**config.mk**
```make
export PLATFORM = sky130hd
export DESIGN_NAME = cmx_exec
export DESIGN_NICKNAME = d
export VERILOG_FILES = /design/src/inc/cmx_pkg.sv /design/src/cmx_file_mem.sv /design/src/cmx_exec.sv
export VERILOG_INCLUDE_DIRS = /design/src /design/src/inc
export SDC_FILE = /design/constraint.sdc
export NUM_CORES = 1
export LEC_CHECK = 0
export BUFFER_PORTS_ARGS = -buffer_cell sky130_fd_sc_hd__buf_4
export CAP_MARGIN = 20
export CORE_UTILIZATION = 55
export DETAILED_ROUTE_END_ITERATION = 8
export PLACE_DENSITY = 0.75
export SYNTH_ARGS = -nofsm -noshare
export SYNTH_HDL_FRONTEND = slang
export SYNTH_SLANG_ARGS = --single-unit
```
**constraint.sdc**
```tcl
create_clock -name mclk_i -period 9.2 [get_ports mclk_i]
set_clock_uncertainty 0.05 [all_clocks]
set_input_delay 0.92 -clock mclk_i [delete_from_list [all_inputs] [get_ports mclk_i]]
set_output_delay 0.92 -clock mclk_i [all_outputs]
set_load 0.02 [all_outputs]
```
**src/inc/cmx_cfg.svh**
```systemverilog
// Constants for the miscellaneous-instruction execute block: timing, opcodes,
// instruction fields, register offsets, field positions and reset values.
// Assumes inclusion by bare name from the files of this block only.
`ifndef CMX_CFG_SVH
`define CMX_CFG_SVH

// ==========================================================================
// Timing
`define CMX_CLK_NS 50
`define CMX_TCY_NS 200
`define CMX_PHASES (`CMX_TCY_NS / `CMX_CLK_NS)
`define CMX_PH_LAST 2'h3
`define CMX_PH_FETCH 2'h0
`define CMX_PH_COMMIT 2'h1

// ==========================================================================
// Instruction word fields
`define CMX_OPC_HI 13
`define CMX_OPC_LO 8
`define CMX_DEST_BIT 7
`define CMX_ADDR_HI 6
`define CMX_ADDR_LO 0

// ==========================================================================
// Opcodes (upper six bits) and whole-word codes of operand-free instructions
`define CMX_OPC_FCLR 6'h01
`define CMX_OPC_FDEC 6'h03
`define CMX_OPC_FCOM 6'h09
`define CMX_OPC_DECSZ 6'h0b
`define CMX_INS_WDCLR 14'h0064
`define CMX_INS_ACALL 14'h000a
`define CMX_INS_ACLR 14'h0100

// ==========================================================================
// Register offsets (byte addresses, one word each)
`define CMX_OFS_CTRL 8'h00
`define CMX_OFS_ACC 8'h04
`define CMX_OFS_PCHI 8'h08
`define CMX_OFS_PC 8'h0c
`define CMX_OFS_STATUS 8'h10
`define CMX_OFS_STKTOP 8'h14

// ==========================================================================
// Field positions and reset values
`define CMX_CTRL_RUN 0
`define CMX_ST_ZERO 0
`define CMX_ST_PWDN 3
`define CMX_ST_TMO 4
`define CMX_RST_ACC 8'h00
`define CMX_RST_PCHI 7'h00
`define CMX_RST_PC 15'h0000
`define CMX_RST_RUN 1'b0
`define CMX_RST_FLAG 1'b1

`endif

```
**src/inc/cmx_pkg.sv**
```systemverilog
// Types shared by the miscellaneous-instruction execute block.
// Assumes cmx_cfg.svh supplies the numeric constants.
package cmx_pkg;

	// ==================================================================
	// Sequencer states
	typedef enum logic [0:0] {
		CMX_ST_RUN = 1'b0,
		CMX_ST_FLUSH = 1'b1
	} cmx_state_t;

	typedef logic [7:0] cmx_byte_t;
	typedef logic [14:0] cmx_pc_t;

endpackage : cmx_pkg

```
**src/cmx_file_mem.sv**
```systemverilog
// File register memory: 128 bytes, one read port with registered data and
// one write port. Assumes the caller orders reads and writes itself.
`timescale 1ns/100ps

module cmx_file_mem
	import cmx_pkg::*;
(
	input wire logic mclk_i,
	input wire logic [6:0] raddr_i,
	output cmx_byte_t rdata_o,
	input wire logic we_i,
	input wire logic [6:0] waddr_i,
	input cmx_byte_t wdata_i
);

	cmx_byte_t mem [0:127];
	cmx_byte_t rdata_reg;

	always_ff @(posedge mclk_i) begin
		if (we_i) begin
			mem[waddr_i] <= wdata_i;
		end
		rdata_reg <= mem[raddr_i];
	end

	assign rdata_o = rdata_reg;

endmodule : cmx_file_mem

```
**src/cmx_exec.sv**
```systemverilog
// Execute block for a group of miscellaneous instructions of an 8-bit core.
// Assumes an instruction source that offers one word per instruction cycle,
// an external watchdog and an external return stack fed by the push port.
//
// Overview of operation
// - Watchdog clear zeroes the watchdog counter.
// - Also zeroes prescaler, sets timeout and powerdown flags.
// - Accumulator call pushes program counter plus one.
// - Then loads accumulator and high latch into PC.
// - Accumulator call: two cycles, flags untouched.
// - Complement file, destination bit selects target, zero flag.
// - Clear file writes zero, sets zero flag.
// - Decrement file, destination bit selects target, zero flag.
// - Clear accumulator writes zero, sets zero flag.
// - Decrement-skip routes result, leaves flags alone.
// - Zero result discards next instruction as no-op.
`timescale 1ns/100ps
`include "cmx_cfg.svh"

module cmx_exec
	import cmx_pkg::*;
(
	input wire logic mclk_i,
	input wire logic resetn_i,
	input wire logic [13:0] instr_i,
	input wire logic instr_valid_i,
	output logic instr_ready_o,
	output logic instr_discard_o,
	output cmx_pc_t pc_o,
	output cmx_byte_t working_accumulator_o,
	output logic zero_flag_o,
	output logic timeout_flag_o,
	output logic powerdown_flag_o,
	input wire logic timeout_clear_i,
	input wire logic powerdown_clear_i,
	output logic watchdog_clear_o,
	output logic prescaler_clear_o,
	output logic stack_push_o,
	output cmx_pc_t stack_push_data_o,
	input wire logic [7:0] bus_addr_i,
	input wire logic [31:0] bus_wdata_i,
	input wire logic bus_wr_i,
	input wire logic bus_rd_i,
	output logic [31:0] bus_rdata_o
);

	// ==================================================================
	// Instruction-cycle phase divider
	// Each instruction cycle spans a fixed number of clocks; the phase
	// counter yields the one-cycle fetch and commit enables.
	logic [1:0] phase_reg;
	logic [1:0] phase_next;
	wire fetch_en;
	wire commit_en;

	assign phase_next = (phase_reg == `CMX_PH_LAST) ? 2'h0 : phase_reg + 2'h1;
	assign fetch_en = (phase_reg == `CMX_PH_FETCH);
	assign commit_en = (phase_reg == `CMX_PH_COMMIT);

	always_ff @(posedge mclk_i) begin
		if (!resetn_i) begin
			phase_reg <= 2'h0;
		end else begin
			phase_reg <= phase_next;
		end
	end

	// ==================================================================
	// State
	cmx_state_t state_reg;
	cmx_state_t state_next;
	logic [13:0] ir_reg;
	logic ir_valid_reg;
	logic run_reg;
	cmx_byte_t acc_reg;
	cmx_byte_t acc_next;
	logic [6:0] pchi_reg;
	cmx_pc_t pc_reg;
	cmx_pc_t pc_next;
	logic zero_reg;
	logic zero_next;
	logic tmo_reg;
	logic pwdn_reg;
	logic wdclr_reg;
	logic push_reg;
	cmx_pc_t push_data_reg;
	logic discard_reg;
	logic [31:0] rdata_reg;

	// ==================================================================
	// Instruction intake
	// In the flush state the word offered is taken and dropped, so the
	// source never stalls on a skip or a call.
	wire take_instr;
	wire take_exec;
	wire take_drop;

	assign take_instr = fetch_en & instr_valid_i & run_reg;
	assign take_exec = take_instr & (state_reg == CMX_ST_RUN);
	assign take_drop = take_instr & (state_reg == CMX_ST_FLUSH);
	assign instr_ready_o = fetch_en & run_reg;

	// ==================================================================
	// Decode
	wire [5:0] opc;
	wire dest_file;
	wire [6:0] faddr;
	wire is_wdclr;
	wire is_acc_call;
	wire is_acc_clr;
	wire is_file_clr;
	wire is_file_com;
	wire is_file_dec;
	wire is_decsz;
	wire is_arith;

	assign opc = ir_reg[`CMX_OPC_HI:`CMX_OPC_LO];
	assign dest_file = ir_reg[`CMX_DEST_BIT];
	assign faddr = ir_reg[`CMX_ADDR_HI:`CMX_ADDR_LO];
	assign is_wdclr = (ir_reg == `CMX_INS_WDCLR);
	assign is_acc_call = (ir_reg == `CMX_INS_ACALL);
	assign is_acc_clr = (ir_reg == `CMX_INS_ACLR);
	assign is_file_clr = (opc == `CMX_OPC_FCLR) & ir_reg[`CMX_DEST_BIT];
	assign is_file_com = (opc == `CMX_OPC_FCOM);
	assign is_file_dec = (opc == `CMX_OPC_FDEC);
	assign is_decsz = (opc == `CMX_OPC_DECSZ);
	assign is_arith = is_file_com | is_file_dec | is_decsz;

	// ==================================================================
	// File register memory
	// The read address comes straight from the offered word so that the
	// registered read data stand in the commit phase.
	cmx_byte_t fdata;
	cmx_byte_t result;
	wire result_zero;
	wire exec_now;
	wire mem_we;

	cmx_file_mem i_cmx_file_mem (
		.mclk_i(mclk_i),
		.raddr_i(instr_i[`CMX_ADDR_HI:`CMX_ADDR_LO]),
		.rdata_o(fdata),
		.we_i(mem_we),
		.waddr_i(faddr),
		.wdata_i(result)
	);

	assign exec_now = commit_en & ir_valid_reg;

	always_comb begin
		result = 8'h00;
		if (is_file_com) begin
			result = ~fdata;
		end else if (is_file_dec | is_decsz) begin
			result = fdata - 8'h01;
		end
	end

	assign result_zero = (result == 8'h00);
	assign mem_we = exec_now & (is_file_clr | (is_arith & dest_file));

	wire skip_taken;
	wire second_cycle;

	assign skip_taken = is_decsz & result_zero;
	assign second_cycle = skip_taken | is_acc_call;

	// ==================================================================
	// Bus decode
	wire wr_ctrl;
	wire wr_acc;
	wire wr_pchi;
	wire wr_pc;

	assign wr_ctrl = bus_wr_i & (bus_addr_i == `CMX_OFS_CTRL);
	assign wr_acc = bus_wr_i & (bus_addr_i == `CMX_OFS_ACC);
	assign wr_pchi = bus_wr_i & (bus_addr_i == `CMX_OFS_PCHI);
	assign wr_pc = bus_wr_i & (bus_addr_i == `CMX_OFS_PC);

	// ==================================================================
	// Next-state logic
	// An instruction commit outranks a bus write landing in the same
	// clock; software should halt the core before editing its state.
	always_comb begin
		acc_next = acc_reg;
		if (exec_now & is_acc_clr) begin
			acc_next = 8'h00;
		end else if (exec_now & is_arith & !dest_file) begin
			acc_next = result;
		end else if (wr_acc) begin
			acc_next = bus_wdata_i[7:0];
		end
	end

	always_comb begin
		zero_next = zero_reg;
		if (exec_now & (is_acc_clr | is_file_clr)) begin
			zero_next = 1'b1;
		end else if (exec_now & (is_file_com | is_file_dec)) begin
			zero_next = result_zero;
		end
	end

	always_comb begin
		pc_next = pc_reg;
		if (exec_now & is_acc_call) begin
			pc_next = {pchi_reg, acc_reg};
		end else if (exec_now | (commit_en & discard_reg)) begin
			pc_next = pc_reg + 15'h0001;
		end else if (wr_pc) begin
			pc_next = bus_wdata_i[14:0];
		end
	end

	always_comb begin
		state_next = state_reg;
		unique case (state_reg)
			CMX_ST_RUN: begin
				if (exec_now & second_cycle) begin
					state_next = CMX_ST_FLUSH;
				end
			end
			CMX_ST_FLUSH: begin
				if (commit_en & discard_reg) begin
					state_next = CMX_ST_RUN;
				end
			end
		endcase
	end

	// ==================================================================
	// Registers
	always_ff @(posedge mclk_i) begin
		if (!resetn_i) begin
			state_reg <= CMX_ST_RUN;
			ir_reg <= 14'h0000;
			ir_valid_reg <= 1'b0;
			discard_reg <= 1'b0;
		end else begin
			state_reg <= state_next;
			if (fetch_en) begin
				ir_reg <= instr_i;
				ir_valid_reg <= take_exec;
				discard_reg <= take_drop;
			end
		end
	end

	always_ff @(posedge mclk_i) begin
		if (!resetn_i) begin
			run_reg <= `CMX_RST_RUN;
			acc_reg <= `CMX_RST_ACC;
			pchi_reg <= `CMX_RST_PCHI;
			pc_reg <= `CMX_RST_PC;
			zero_reg <= 1'b0;
		end else begin
			if (wr_ctrl) begin
				run_reg <= bus_wdata_i[`CMX_CTRL_RUN];
			end
			if (wr_pchi) begin
				pchi_reg <= bus_wdata_i[6:0];
			end
			acc_reg <= acc_next;
			pc_reg <= pc_next;
			zero_reg <= zero_next;
		end
	end

	// ==================================================================
	// Watchdog clear and status flags
	// A watchdog clear beats a same-cycle clear request from outside.
	wire wdclr_now;

	assign wdclr_now = exec_now & is_wdclr;

	always_ff @(posedge mclk_i) begin
		if (!resetn_i) begin
			tmo_reg <= `CMX_RST_FLAG;
			pwdn_reg <= `CMX_RST_FLAG;
			wdclr_reg <= 1'b0;
		end else begin
			wdclr_reg <= wdclr_now;
			if (wdclr_now) begin
				tmo_reg <= 1'b1;
				pwdn_reg <= 1'b1;
			end else begin
				if (timeout_clear_i) begin
					tmo_reg <= 1'b0;
				end
				if (powerdown_clear_i) begin
					pwdn_reg <= 1'b0;
				end
			end
		end
	end

	// ==================================================================
	// Return stack push
	always_ff @(posedge mclk_i) begin
		if (!resetn_i) begin
			push_reg <= 1'b0;
			push_data_reg <= 15'h0000;
		end else begin
			push_reg <= exec_now & is_acc_call;
			if (exec_now & is_acc_call) begin
				push_data_reg <= pc_reg + 15'h0001;
			end
		end
	end

	// ==================================================================
	// Register read port
	logic [31:0] rd_mux;

	always_comb begin
		rd_mux = 32'h0000_0000;
		unique case (bus_addr_i)
			`CMX_OFS_CTRL: rd_mux[`CMX_CTRL_RUN] = run_reg;
			`CMX_OFS_ACC: rd_mux[7:0] = acc_reg;
			`CMX_OFS_PCHI: rd_mux[6:0] = pchi_reg;
			`CMX_OFS_PC: rd_mux[14:0] = pc_reg;
			`CMX_OFS_STATUS: begin
				rd_mux[`CMX_ST_ZERO] = zero_reg;
				rd_mux[`CMX_ST_PWDN] = pwdn_reg;
				rd_mux[`CMX_ST_TMO] = tmo_reg;
			end
			`CMX_OFS_STKTOP: rd_mux[14:0] = push_data_reg;
			default: rd_mux = 32'h0000_0000;
		endcase
	end

	// Read data stand only in the cycle after the strobe.
	always_ff @(posedge mclk_i) begin
		if (!resetn_i) begin
			rdata_reg <= 32'h0000_0000;
		end else if (bus_rd_i) begin
			rdata_reg <= rd_mux;
		end else begin
			rdata_reg <= 32'h0000_0000;
		end
	end

	// ==================================================================
	// Outputs
	assign instr_discard_o = discard_reg;
	assign pc_o = pc_reg;
	assign working_accumulator_o = acc_reg;
	assign zero_flag_o = zero_reg;
	assign timeout_flag_o = tmo_reg;
	assign powerdown_flag_o = pwdn_reg;
	assign watchdog_clear_o = wdclr_reg;
	assign prescaler_clear_o = wdclr_reg;
	assign stack_push_o = push_reg;
	assign stack_push_data_o = push_data_reg;
	assign bus_rdata_o = rdata_reg;

endmodule : cmx_exec

```
# After elaboration in Yosys (flattened, before gate mapping)
# Memories as Yosys holds them, arrays and structs flattened. A register that Yosys moved wholly into a read port is not among the register bits.
# Index checks and enable logic that the tools add are counted.
op_classes:
  add_sub_neg: 3
  n_eq_ne: 14
  n_mux: 20
  n_bitwise: 33
  reduce_logical: 11
op_table:
  columns: ["op", "count"]
  rows:
  - ["15-bit two-way mux", 3]
  - ["8-bit two-way mux", 4]
  - ["1-bit AND", 23]
  - ["8-bit by 4-bit == test with 1-bit output, second input constant", 2]
  - ["8-bit by 5-bit == test with 1-bit output, second input constant", 2]
  - ["8-bit logical NOT", 2]
  - ["2-bit case mux with 4 select lines", 2]
  - ["15-bit by 1-bit adder with 15-bit output, second input constant", 1]
  - ["14-bit by 4-bit == test with 1-bit output, second input constant", 1]
  - ["14-bit by 7-bit == test with 1-bit output, second input constant", 1]
  - ["14-bit by 9-bit == test with 1-bit output, second input constant", 1]
  - ["7-bit case mux with 2 select lines", 1]
  - ["6-bit by 4-bit == test with 1-bit output, second input constant", 2]
  - ["2-bit case mux with 5 select lines", 1]
  - ["8-bit by 3-bit == test with 1-bit output, second input constant", 1]
  - ["8-bit inverter", 1]
  - ["8-bit by 1-bit subtractor with 8-bit output, second input constant", 1]
  - ["1-bit bitwise OR", 7]
  - ["6-bit by 1-bit == test with 1-bit output, second input constant", 1]
  - ["6-bit by 2-bit == test with 1-bit output, second input constant", 1]
  - ["1-bit two-way mux", 6]
  - ["1-bit case mux with 6 select lines", 1]
  - ["2-bit OR reduction", 3]
  - ["2-bit nonzero test", 2]
  - ["other kinds (10)", 11]
totals:
  reg_bits: 102
  mem_bits_rw: 1024
  input_bits: 61
  output_inout_bits: 78
  elab_cells: 99
  mem_count: 1
memory_table:
  columns: ["memory", "words", "word_bits", "read_ports", "rd_ports_with_merged_regs", "write_ports", "line_no", "rtl"]
  rows:
  - ["i_cmx_file_mem.mem", 128, 8, 1, 1, 1, "cmx_file_mem.sv:16", "cmx_byte_t mem [0:127];"]

# Depth between registers and ports, before layout
# Gate-level depths: netlist (run 1).
depth:
  ltp_word: 10
  depth_mapped: 10
  depth_no_buf: 8

# Hierarchy
# Synthesis (run 1) repeated with hierarchy kept, for this count alone.
unflattened:
  cells_unflattened: 2192
  hier_area_um2: 44351.3
by_module_without_submodules:
  columns: ["module", "instances", "cells_each", "area_each_um2", "seq_area_each_um2"]
  rows:
  - ["cmx_file_mem", 1, 1635, 39665.5, 30909.6]
  - ["cmx_exec", 1, 557, 4685.7, 1701.6]

# Worst setup path after synthesis (run 1)
# No wires, ideal clock.
synth_timing:
  path_type: "register -> register"
  from: "register ir_reg[8]"
  to: "memory i_cmx_file_mem.mem[0][6] in the netlist's numbering, data pin"
  setup_time_ns: 0.926
  arrival_ns: 4.853
  required_time_ns: 8.224
  setup_slack_ns: 3.371
  path_stages_with_launch: 4
  path_buffers: 0
  period_less_slack_ns: 5.829
  cell_sequence: "dfxtp_1 -> nor4b_2 -> o311ai_0 -> a22oi_1"
synth_via:
  elab_chain_len: 4
  word_cells_on_any_way: 6
  cone_classes: "3 x eq/ne; 2 x mux; 1 x bitwise"
synth_lines:
  columns: ["item", "line_no", "rtl"]
  rows:
  - ["from (decl)", "cmx_exec.sv:72", "logic [13:0] ir_reg;"]
  - ["from (signal assigned)", "cmx_exec.sv:242", "ir_reg <= instr_i;"]
  - ["6-bit by 2-bit == test with 1-bit output (no source line) or 6-bit by 4-bit == test with 1-bit output (tied branches)", null, null]
  - ["1-bit bitwise OR", "cmx_exec.sv:154", "end else if (is_file_dec | is_decsz) begin"]
  - ["8-bit two-way mux", "cmx_exec.sv:154", null]
  - ["8-bit two-way mux *", "cmx_exec.sv:152", "if (is_file_com) begin"]
  - ["via i_cmx_file_mem.wdata_i[6]", "cmx_file_mem.sv:13", "input cmx_byte_t wdata_i"]
  - ["to (decl)", "cmx_file_mem.sv:16", null]
# Mark *: on every way through the listed nets, which the timed path passes. The rest lies on a longest branch.

==> results.sh, run 1 <==
export IMPL_status="finished, final reports clean"
export IMPL_tightest_slew_ns=1.23
export IMPL_min_path_cells=2
export IMPL_ctsHoldBuffers=0
export IMPL_nets=2480
export IMPL_r2r_end="i_cmx_file_mem.mem[113][5]$_DFFE_PP_"
export IMPL_syn_area_per_cell_um2=19.0
export IMPL_path_clk_slew_ns=0.06
export IMPL_fin_ws_ns=5.15
export IMPL_use_met2_pct=40.3
export IMPL_place_ws_ns=4.41
export IMPL_min_period_ns=4.05
export IMPL_post_cts_buffers=0
export IMPL_grt_busiest_layer="met2"
export IMPL_crit_path_end_kind="flip-flop"
export IMPL_finalHoldViolCount=0
export IMPL_crit_end="i_cmx_file_mem.rdata_o[2]$_DFF_P_"
export IMPL_wl_per_cell_um=28.0
export IMPL_coreArea_mm2=0.0780
export IMPL_finalCritPeriodShare_pct=44.0
export IMPL_via_per_inst=6.46
export IMPL_clock_sinks=1117
export IMPL_grt_pass1_wl_um=148000
export IMPL_routed_wl_um=99300
export IMPL_ys_flop_type="edfxtp_1"
export IMPL_timing_rr_start="ir_reg[8]$_SDFFE_PN0N_"
export IMPL_ant_nets=0
export IMPL_use_met1_pct=34.3
export IMPL_cts_tree="yes"
export IMPL_drv_slew=0
export IMPL_worstSetupStartpoint="instr_i[0]"
export IMPL_first_pass_iters=8
export IMPL_die_h_um=284
export IMPL_crit_arrival_ns=4.48
export IMPL_clockRootBuffer="clkbuf_16"
export IMPL_p_leak_nw=15.0
export IMPL_r2r_setup_slack_ns=5.15
export IMPL_critPathMaxFanout=78
export IMPL_die_area_mm2=0.0805
export IMPL_syn2layout_area_growth_pct=12.1
export IMPL_start_kind="primary input"
export IMPL_die_x_um=284
export IMPL_drv_cap=0
export IMPL_largest_register_ffs=1024
export IMPL_port_buffers=104
export IMPL_ys_warn_count=0
export IMPL_ys_ff_latch=1117
export IMPL_vias=22900
export IMPL_drtIter0Drc=2627
export IMPL_relSlewSlack_pct=18.3
export IMPL_grt_usage_pct=24.8
export IMPL_ctsResizeCount=0
export IMPL_setup_tns_ns=0
export IMPL_synth_edf_count=1024
export IMPL_synthCells=2303
export IMPL_final_layout_size_suffix_gt1_share_pct=23.9
export IMPL_clock_path_buffers=3
export IMPL_antenna_found_initial=1
export IMPL_power_density_mw_per_mm2=213
export IMPL_holdCritPathClass="in -> reg"
export IMPL_reg2reg_depth=6
export IMPL_setup_violations=0
export IMPL_ys_async_sr_fraction_pct=0
export IMPL_place_congestion=0.879
export IMPL_largest_register="i_cmx_file_mem.mem"
export IMPL_cp_required_ns=9.63
export IMPL_grt_pass1_vias=23300
export IMPL_cts_htree_levels=3
export IMPL_ir_drop_uv=159
export IMPL_use_met3_pct=4.44
export IMPL_rows=102
export IMPL_clkLatencyLatePin_ns=0.67
export IMPL_synth_seq_area_share_pct=74.7
export IMPL_grt_max_degree=159
export IMPL_dp_hpwl_um=57700
export IMPL_netlist_area_mm2=0.0436
export IMPL_fmax_mhz=247
export IMPL_route_detailed_drc=0
export IMPL_overflow=0
export IMPL_num_io_pins=139
export IMPL_grt_setup_unrepaired="false"
export IMPL_start_util_pct=56.0
export IMPL_ys_types=65
export IMPL_cts_buffers=106
export IMPL_crit_type="in -> reg"
## stage by stage
step	std cells	hold slack [ns]	instance area [um2]	power [mW]	util [%]
detailed placement	3344	0.419	45400	6.16	58.2
floorplan	2319	0.396	43700	6.01	-
global placement	3344	0.421	45400	6.15	58.2
CTS	3540	0.381	48900	10.5	62.7
global route	3542	0.406	48900	10.7	62.8
finish	3543	0.407	48900	10.4	62.8
## Yosys cell counts (4+ instances only)
library cell / n / area (um2)
xor2_1: 11 / 96.3
nand3_1: 28 / 140
nand4_1: 10 / 62.6
mux4_2: 256 / 5770
o22ai_1: 98 / 613
buf_6: 4 / 45.0
ha_1: 5 / 62.6
dfxtp_1: 93 / 1860
buf_2: 34 / 170
a311oi_1: 5 / 43.8
o211ai_1: 4 / 30.0
mux2_2: 35 / 394
a222oi_1: 6 / 60.1
nand3b_1: 5 / 37.5
nand2b_1: 6 / 37.5
or4_1: 9 / 67.6
a31oi_1: 8 / 50.1
a21oi_1: 41 / 205
o21ai_0: 47 / 235
nor2_1: 213 / 800
clkbuf_1: 75 / 282
nor4_1: 37 / 231
mux2i_1: 19 / 190
a211oi_1: 22 / 165
buf_4: 24 / 180
xnor2_1: 10 / 87.6
nor3_1: 12 / 60.1
edfxtp_1: 1024 / 30700
inv_1: 12 / 45.0
buf_1: 12 / 45.0
nor2b_1: 11 / 68.8
a22oi_1: 14 / 105
nand2_1: 61 / 229
## worst min-delay path by stage
stage / startpoint / endpoint / slack (ns)
after floorplan: pchi_reg[1]$_SDFFE_PN0P_ / bus_rdata_o[1]$_SDFF_PN0_ / 0.40
after global placement: phase_reg[0]$_SDFF_PP0_ / phase_reg[0]$_SDFF_PP0_ / 0.42
after global routing: powerdown_clear_i / powerdown_flag_o$_SDFFE_PP1P_ / 0.41
after CTS: timeout_clear_i / timeout_flag_o$_SDFFE_PP1P_ / 0.38
final: timeout_clear_i / timeout_flag_o$_SDFFE_PP1P_ / 0.41
after detailed placement: pchi_reg[2]$_SDFFE_PN0P_ / bus_rdata_o[2]$_SDFF_PN0_ / 0.42
## area by class of cell
class                           instances  area (um2)
Sequential cell                      1117       32600
Inverter                               13        51.3
Clock inverter                         51         597
Antenna cell                            1        2.50
Tap cell                             1040        1300
Multi-Input combinational cell       1040       10400
Fill cell                            5110       29000
Timing Repair Buffer                  136        1080
Clock buffer                          145        2900
## placed cells by master, fill, tap and decap left out, types with 32 or more instances in the layout
| cell | instances |
|---|---|
| buf_4 | 131 |
| o21ai_0 | 47 |
| o22ai_1 | 97 |
| a21oi_1 | 41 |
| nand2_1 | 60 |
| edfxtp_1 | 1024 |
| nor2_1 | 208 |
| mux4_2 | 256 |
| dfxtp_1 | 93 |
| clkbuf_1 | 32 |
| nor4_1 | 37 |
| mux2_2 | 35 |
| clkbuf_16 | 109 |
## worst max-delay path, cell delays in order
cell     delay [ns]
buf_8          0.52
buf_4          0.83
mux4_2         0.59
mux2_2         0.29
o22ai_1        0.25
nor4_1         0.15
or4_1          0.62
## per-layer routing
metal  share of wire, %  vias to the layer above
met5                  0                        -
met4                3.1                        0
li1                   -                     9621
met3                9.2                      212
met2                 49                     1254
met1                 39                    11800
## power by group
group | switching (mW) | internal (mW)
Sequential | 0.0314 | 5.54
Combinational | 0.305 | 0.182
Clock | 1.83 | 2.55
## kinds of logic (layout without fill, tap and decap cells)
kind of cell | count (synthesis) | after routing | share of synthesized area, %
AO/OA/AOI/OAI | 269 | 269 | 3.92
adder cells (fa/ha/maj) | 5 | 5 | 0.143
XOR/XNOR | 21 | 21 | 0.421
other | 1 | 18 | 0.00859
flip-flops | 1117 | 1117 | 74.7
buffers and inverters | 162 | 345 | 1.77
multiplexers | 310 | 310 | 14.5
AND/OR/NAND/NOR | 418 | 418 | 4.48
Note: power is estimated with default switching activity, not from simulation.
==> run 2, diff against run 1 <==
PLACE_DENSITY = 0.78   (was 0.75)
clock period = 3.7 ns   (was 9.2 ns; I/O delays follow)
==> results.sh, run 2 (synthesis results as in run 1) <==
export IMPL_status="finished, final reports clean"
export IMPL_die_h_um=284
export IMPL_grt_usage_pct=26.0
export IMPL_rows=102
export IMPL_grt_pass1_vias=24400
export IMPL_nets=2650
export IMPL_clkLatencyLatePin_ns=0.68
export IMPL_intPower_mw=20.1
export IMPL_cp_required_ns=4.22
export IMPL_ctsResizeCount=0
export IMPL_clock_power_share_pct=40.5
export IMPL_grt_busiest_layer="met2"
export IMPL_antenna_found_initial=1
export IMPL_grt_max_degree=129
export IMPL_cp_cell_sequence="or4b_1 -> nor4b_4 -> and3_2 -> buf_4 -> nor2_1 -> a211oi_1"
export IMPL_routed_wl_um=104000
export IMPL_vias=24000
export IMPL_cpMaxStageDelayCell="or4b_1"
export IMPL_dp_hpwl_um=63500
export IMPL_place_congestion=0.897
export IMPL_wl_per_cell_um=28.1
export IMPL_fmax_mhz=307
export IMPL_num_io_pins=139
export IMPL_critPathBufInv=1
export IMPL_swShare_pct=21.3
export IMPL_p_sw_mw=5.43
export IMPL_port_buffers=104
export IMPL_p_leak_nw=15.8
export IMPL_grt_pass1_wl_um=155000
export IMPL_crit_type="reg -> reg"
export IMPL_use_met3_pct=4.70
export IMPL_drv_slew=0
export IMPL_post_cts_buffers=0
export IMPL_route_detailed_drc=0
export IMPL_first_pass_iters=6
export IMPL_use_met1_pct=34.9
export IMPL_seqPwrFrac_pct=54.3
export IMPL_critPathMaxFanout=38
export IMPL_crit_family="simple AND/OR/NAND/NOR gates"
export IMPL_ir_drop_uv=476
export IMPL_final_layout_size_suffix_gt1_share_pct=28.3
export IMPL_path_clk_slew_ns=0.06
export IMPL_crit_path_end_kind="flip-flop"
export IMPL_power_density_mw_per_mm2=508
export IMPL_relSlewSlack_pct=39.3
export IMPL_ant_nets=0
export IMPL_drv_cap=0
export IMPL_start_util_pct=56.0
export IMPL_layout_common_cells="1,024 x edfxtp_1, 266 x buf_4, 256 x mux4_2"
export IMPL_use_met2_pct=42.8
export IMPL_cts_buffers=104
export IMPL_clockRootBuffer="clkbuf_16"
export IMPL_die_x_um=284
export IMPL_syn2layout_area_growth_pct=15.2
export IMPL_overflow=0
export IMPL_die_area_mm2=0.0805
export IMPL_min_period_ns=3.26
export IMPL_via_per_inst=6.48
export IMPL_largest_register_ffs=1024
export IMPL_tightest_slew_ns=0.908
export IMPL_power_total_mw=25.5
export IMPL_setup_violations=0
export IMPL_pwr_share_comb_pct=5.2
export IMPL_cts_tree="yes"
export IMPL_start_kind="flip-flop"
export IMPL_clock_sinks=1117
export IMPL_clock_path_buffers=3
export IMPL_largest_register="i_cmx_file_mem.mem"
export IMPL_grt_setup_unrepaired="false"
export IMPL_crit_arrival_ns=3.78
export IMPL_drtIter0Drc=3130
export IMPL_final_common_cell="edfxtp_1"
export IMPL_coreArea_mm2=0.0780
export IMPL_holdCritPathClass="in -> reg"
export IMPL_r2r_setup_slack_ns=0.44
export IMPL_cts_htree_levels=3
export IMPL_finalCritPeriodShare_pct=88.1
export IMPL_cp_slowest_stage_delay_ns=0.80
export IMPL_fin_util_pct=64.5
export IMPL_finalHoldViolCount=0
==> run 2: cell count changes in the layout (fill, tap and decap cells not counted), moves of 6 or more <==
cell           previous run  this run
buf_12                    2        16
buf_4                   131       266
bufinv_16                12         5
clkbuf_1                 32        26
clkinv_1                 18        10
clkinv_2                  8        26
dlygate4sd3_1             0        24
==> run 2: final timing paths <==
path | startpoint | cells past startpoint | endpoint
max reg2reg | ir_reg[3]$_SDFFE_PN0N_ | 6 | stack_push_data_o[9]$_SDFFE_PN0P_
max | ir_reg[3]$_SDFFE_PN0N_ | 6 | stack_push_data_o[9]$_SDFFE_PN0P_
min reg2reg | pchi_reg[6]$_SDFFE_PN0P_ | 2 | pchi_reg[6]$_SDFFE_PN0P_
min | bus_addr_i[5] | 3 | bus_rdata_o[7]$_SDFF_PN0_
==> run 2: area by class of cell <==
class,instances,area [um2]
Antenna cell,1,2.50
Clock buffer,141,2880
Clock inverter,50,429
Fill cell,4934,27700
Inverter,13,51.3
Multi-Input combinational cell,1040,10400
Sequential cell,1117,32600
Tap cell,1040,1300
Timing Repair Buffer,308,2590
==> run 2: tightest hold or removal path: cells and delay by family <==
family	cells	cell delay (ns)
AND/OR/NAND/NOR	1	0.16
buffers and inverters	1	0.09
AO/OA/AOI/OAI	1	0.08
==> run 2: through the flow <==
step | instance area (um2) | cells | hold WS, ns | setup WS, ns | setup TNS, ns
4_1_cts | 50300 | 3709 | 0.00689 | 0.477 | 0
2_1_floorplan | 43800 | 2319 | 0.396 | -0.00996 | -1.28
6_report | 50300 | 3710 | 0.0290 | 0.439 | 0
5_1_grt | 50300 | 3709 | 0.0273 | 0.300 | 0
3_3_place_gp | 46700 | 3494 | 0.421 | 0.548 | 0
3_5_place_dp | 46700 | 3494 | 0.436 | 0.516 | 0
==> run 2: per-layer routing <==
metal | vias to the layer above | routed length, um
met3 | 265 | 10700
met1 | 12300 | 38000
li1 | 9964 | -
met4 | 0 | 3900
met2 | 1494 | 51800
met5 | - | 0
==> run 2: power by group through the flow <==
stage	combinational, mW	clock [mW]	sequential [mW]
6_report	1.33	10.3	13.9
5_1_grt	1.39	10.9	13.9
4_1_cts	1.32	10.4	13.9
3_5_place_dp	1.28	0	14.1
3_3_place_gp	1.24	0	14.1
2_1_floorplan	0.837	0	14.1
==> run 2: timing repair <==
action	in CTS	in global routing
endpoints found under the hold margin	32	0
setup endpoints to repair	0	0
hold buffers	24	0
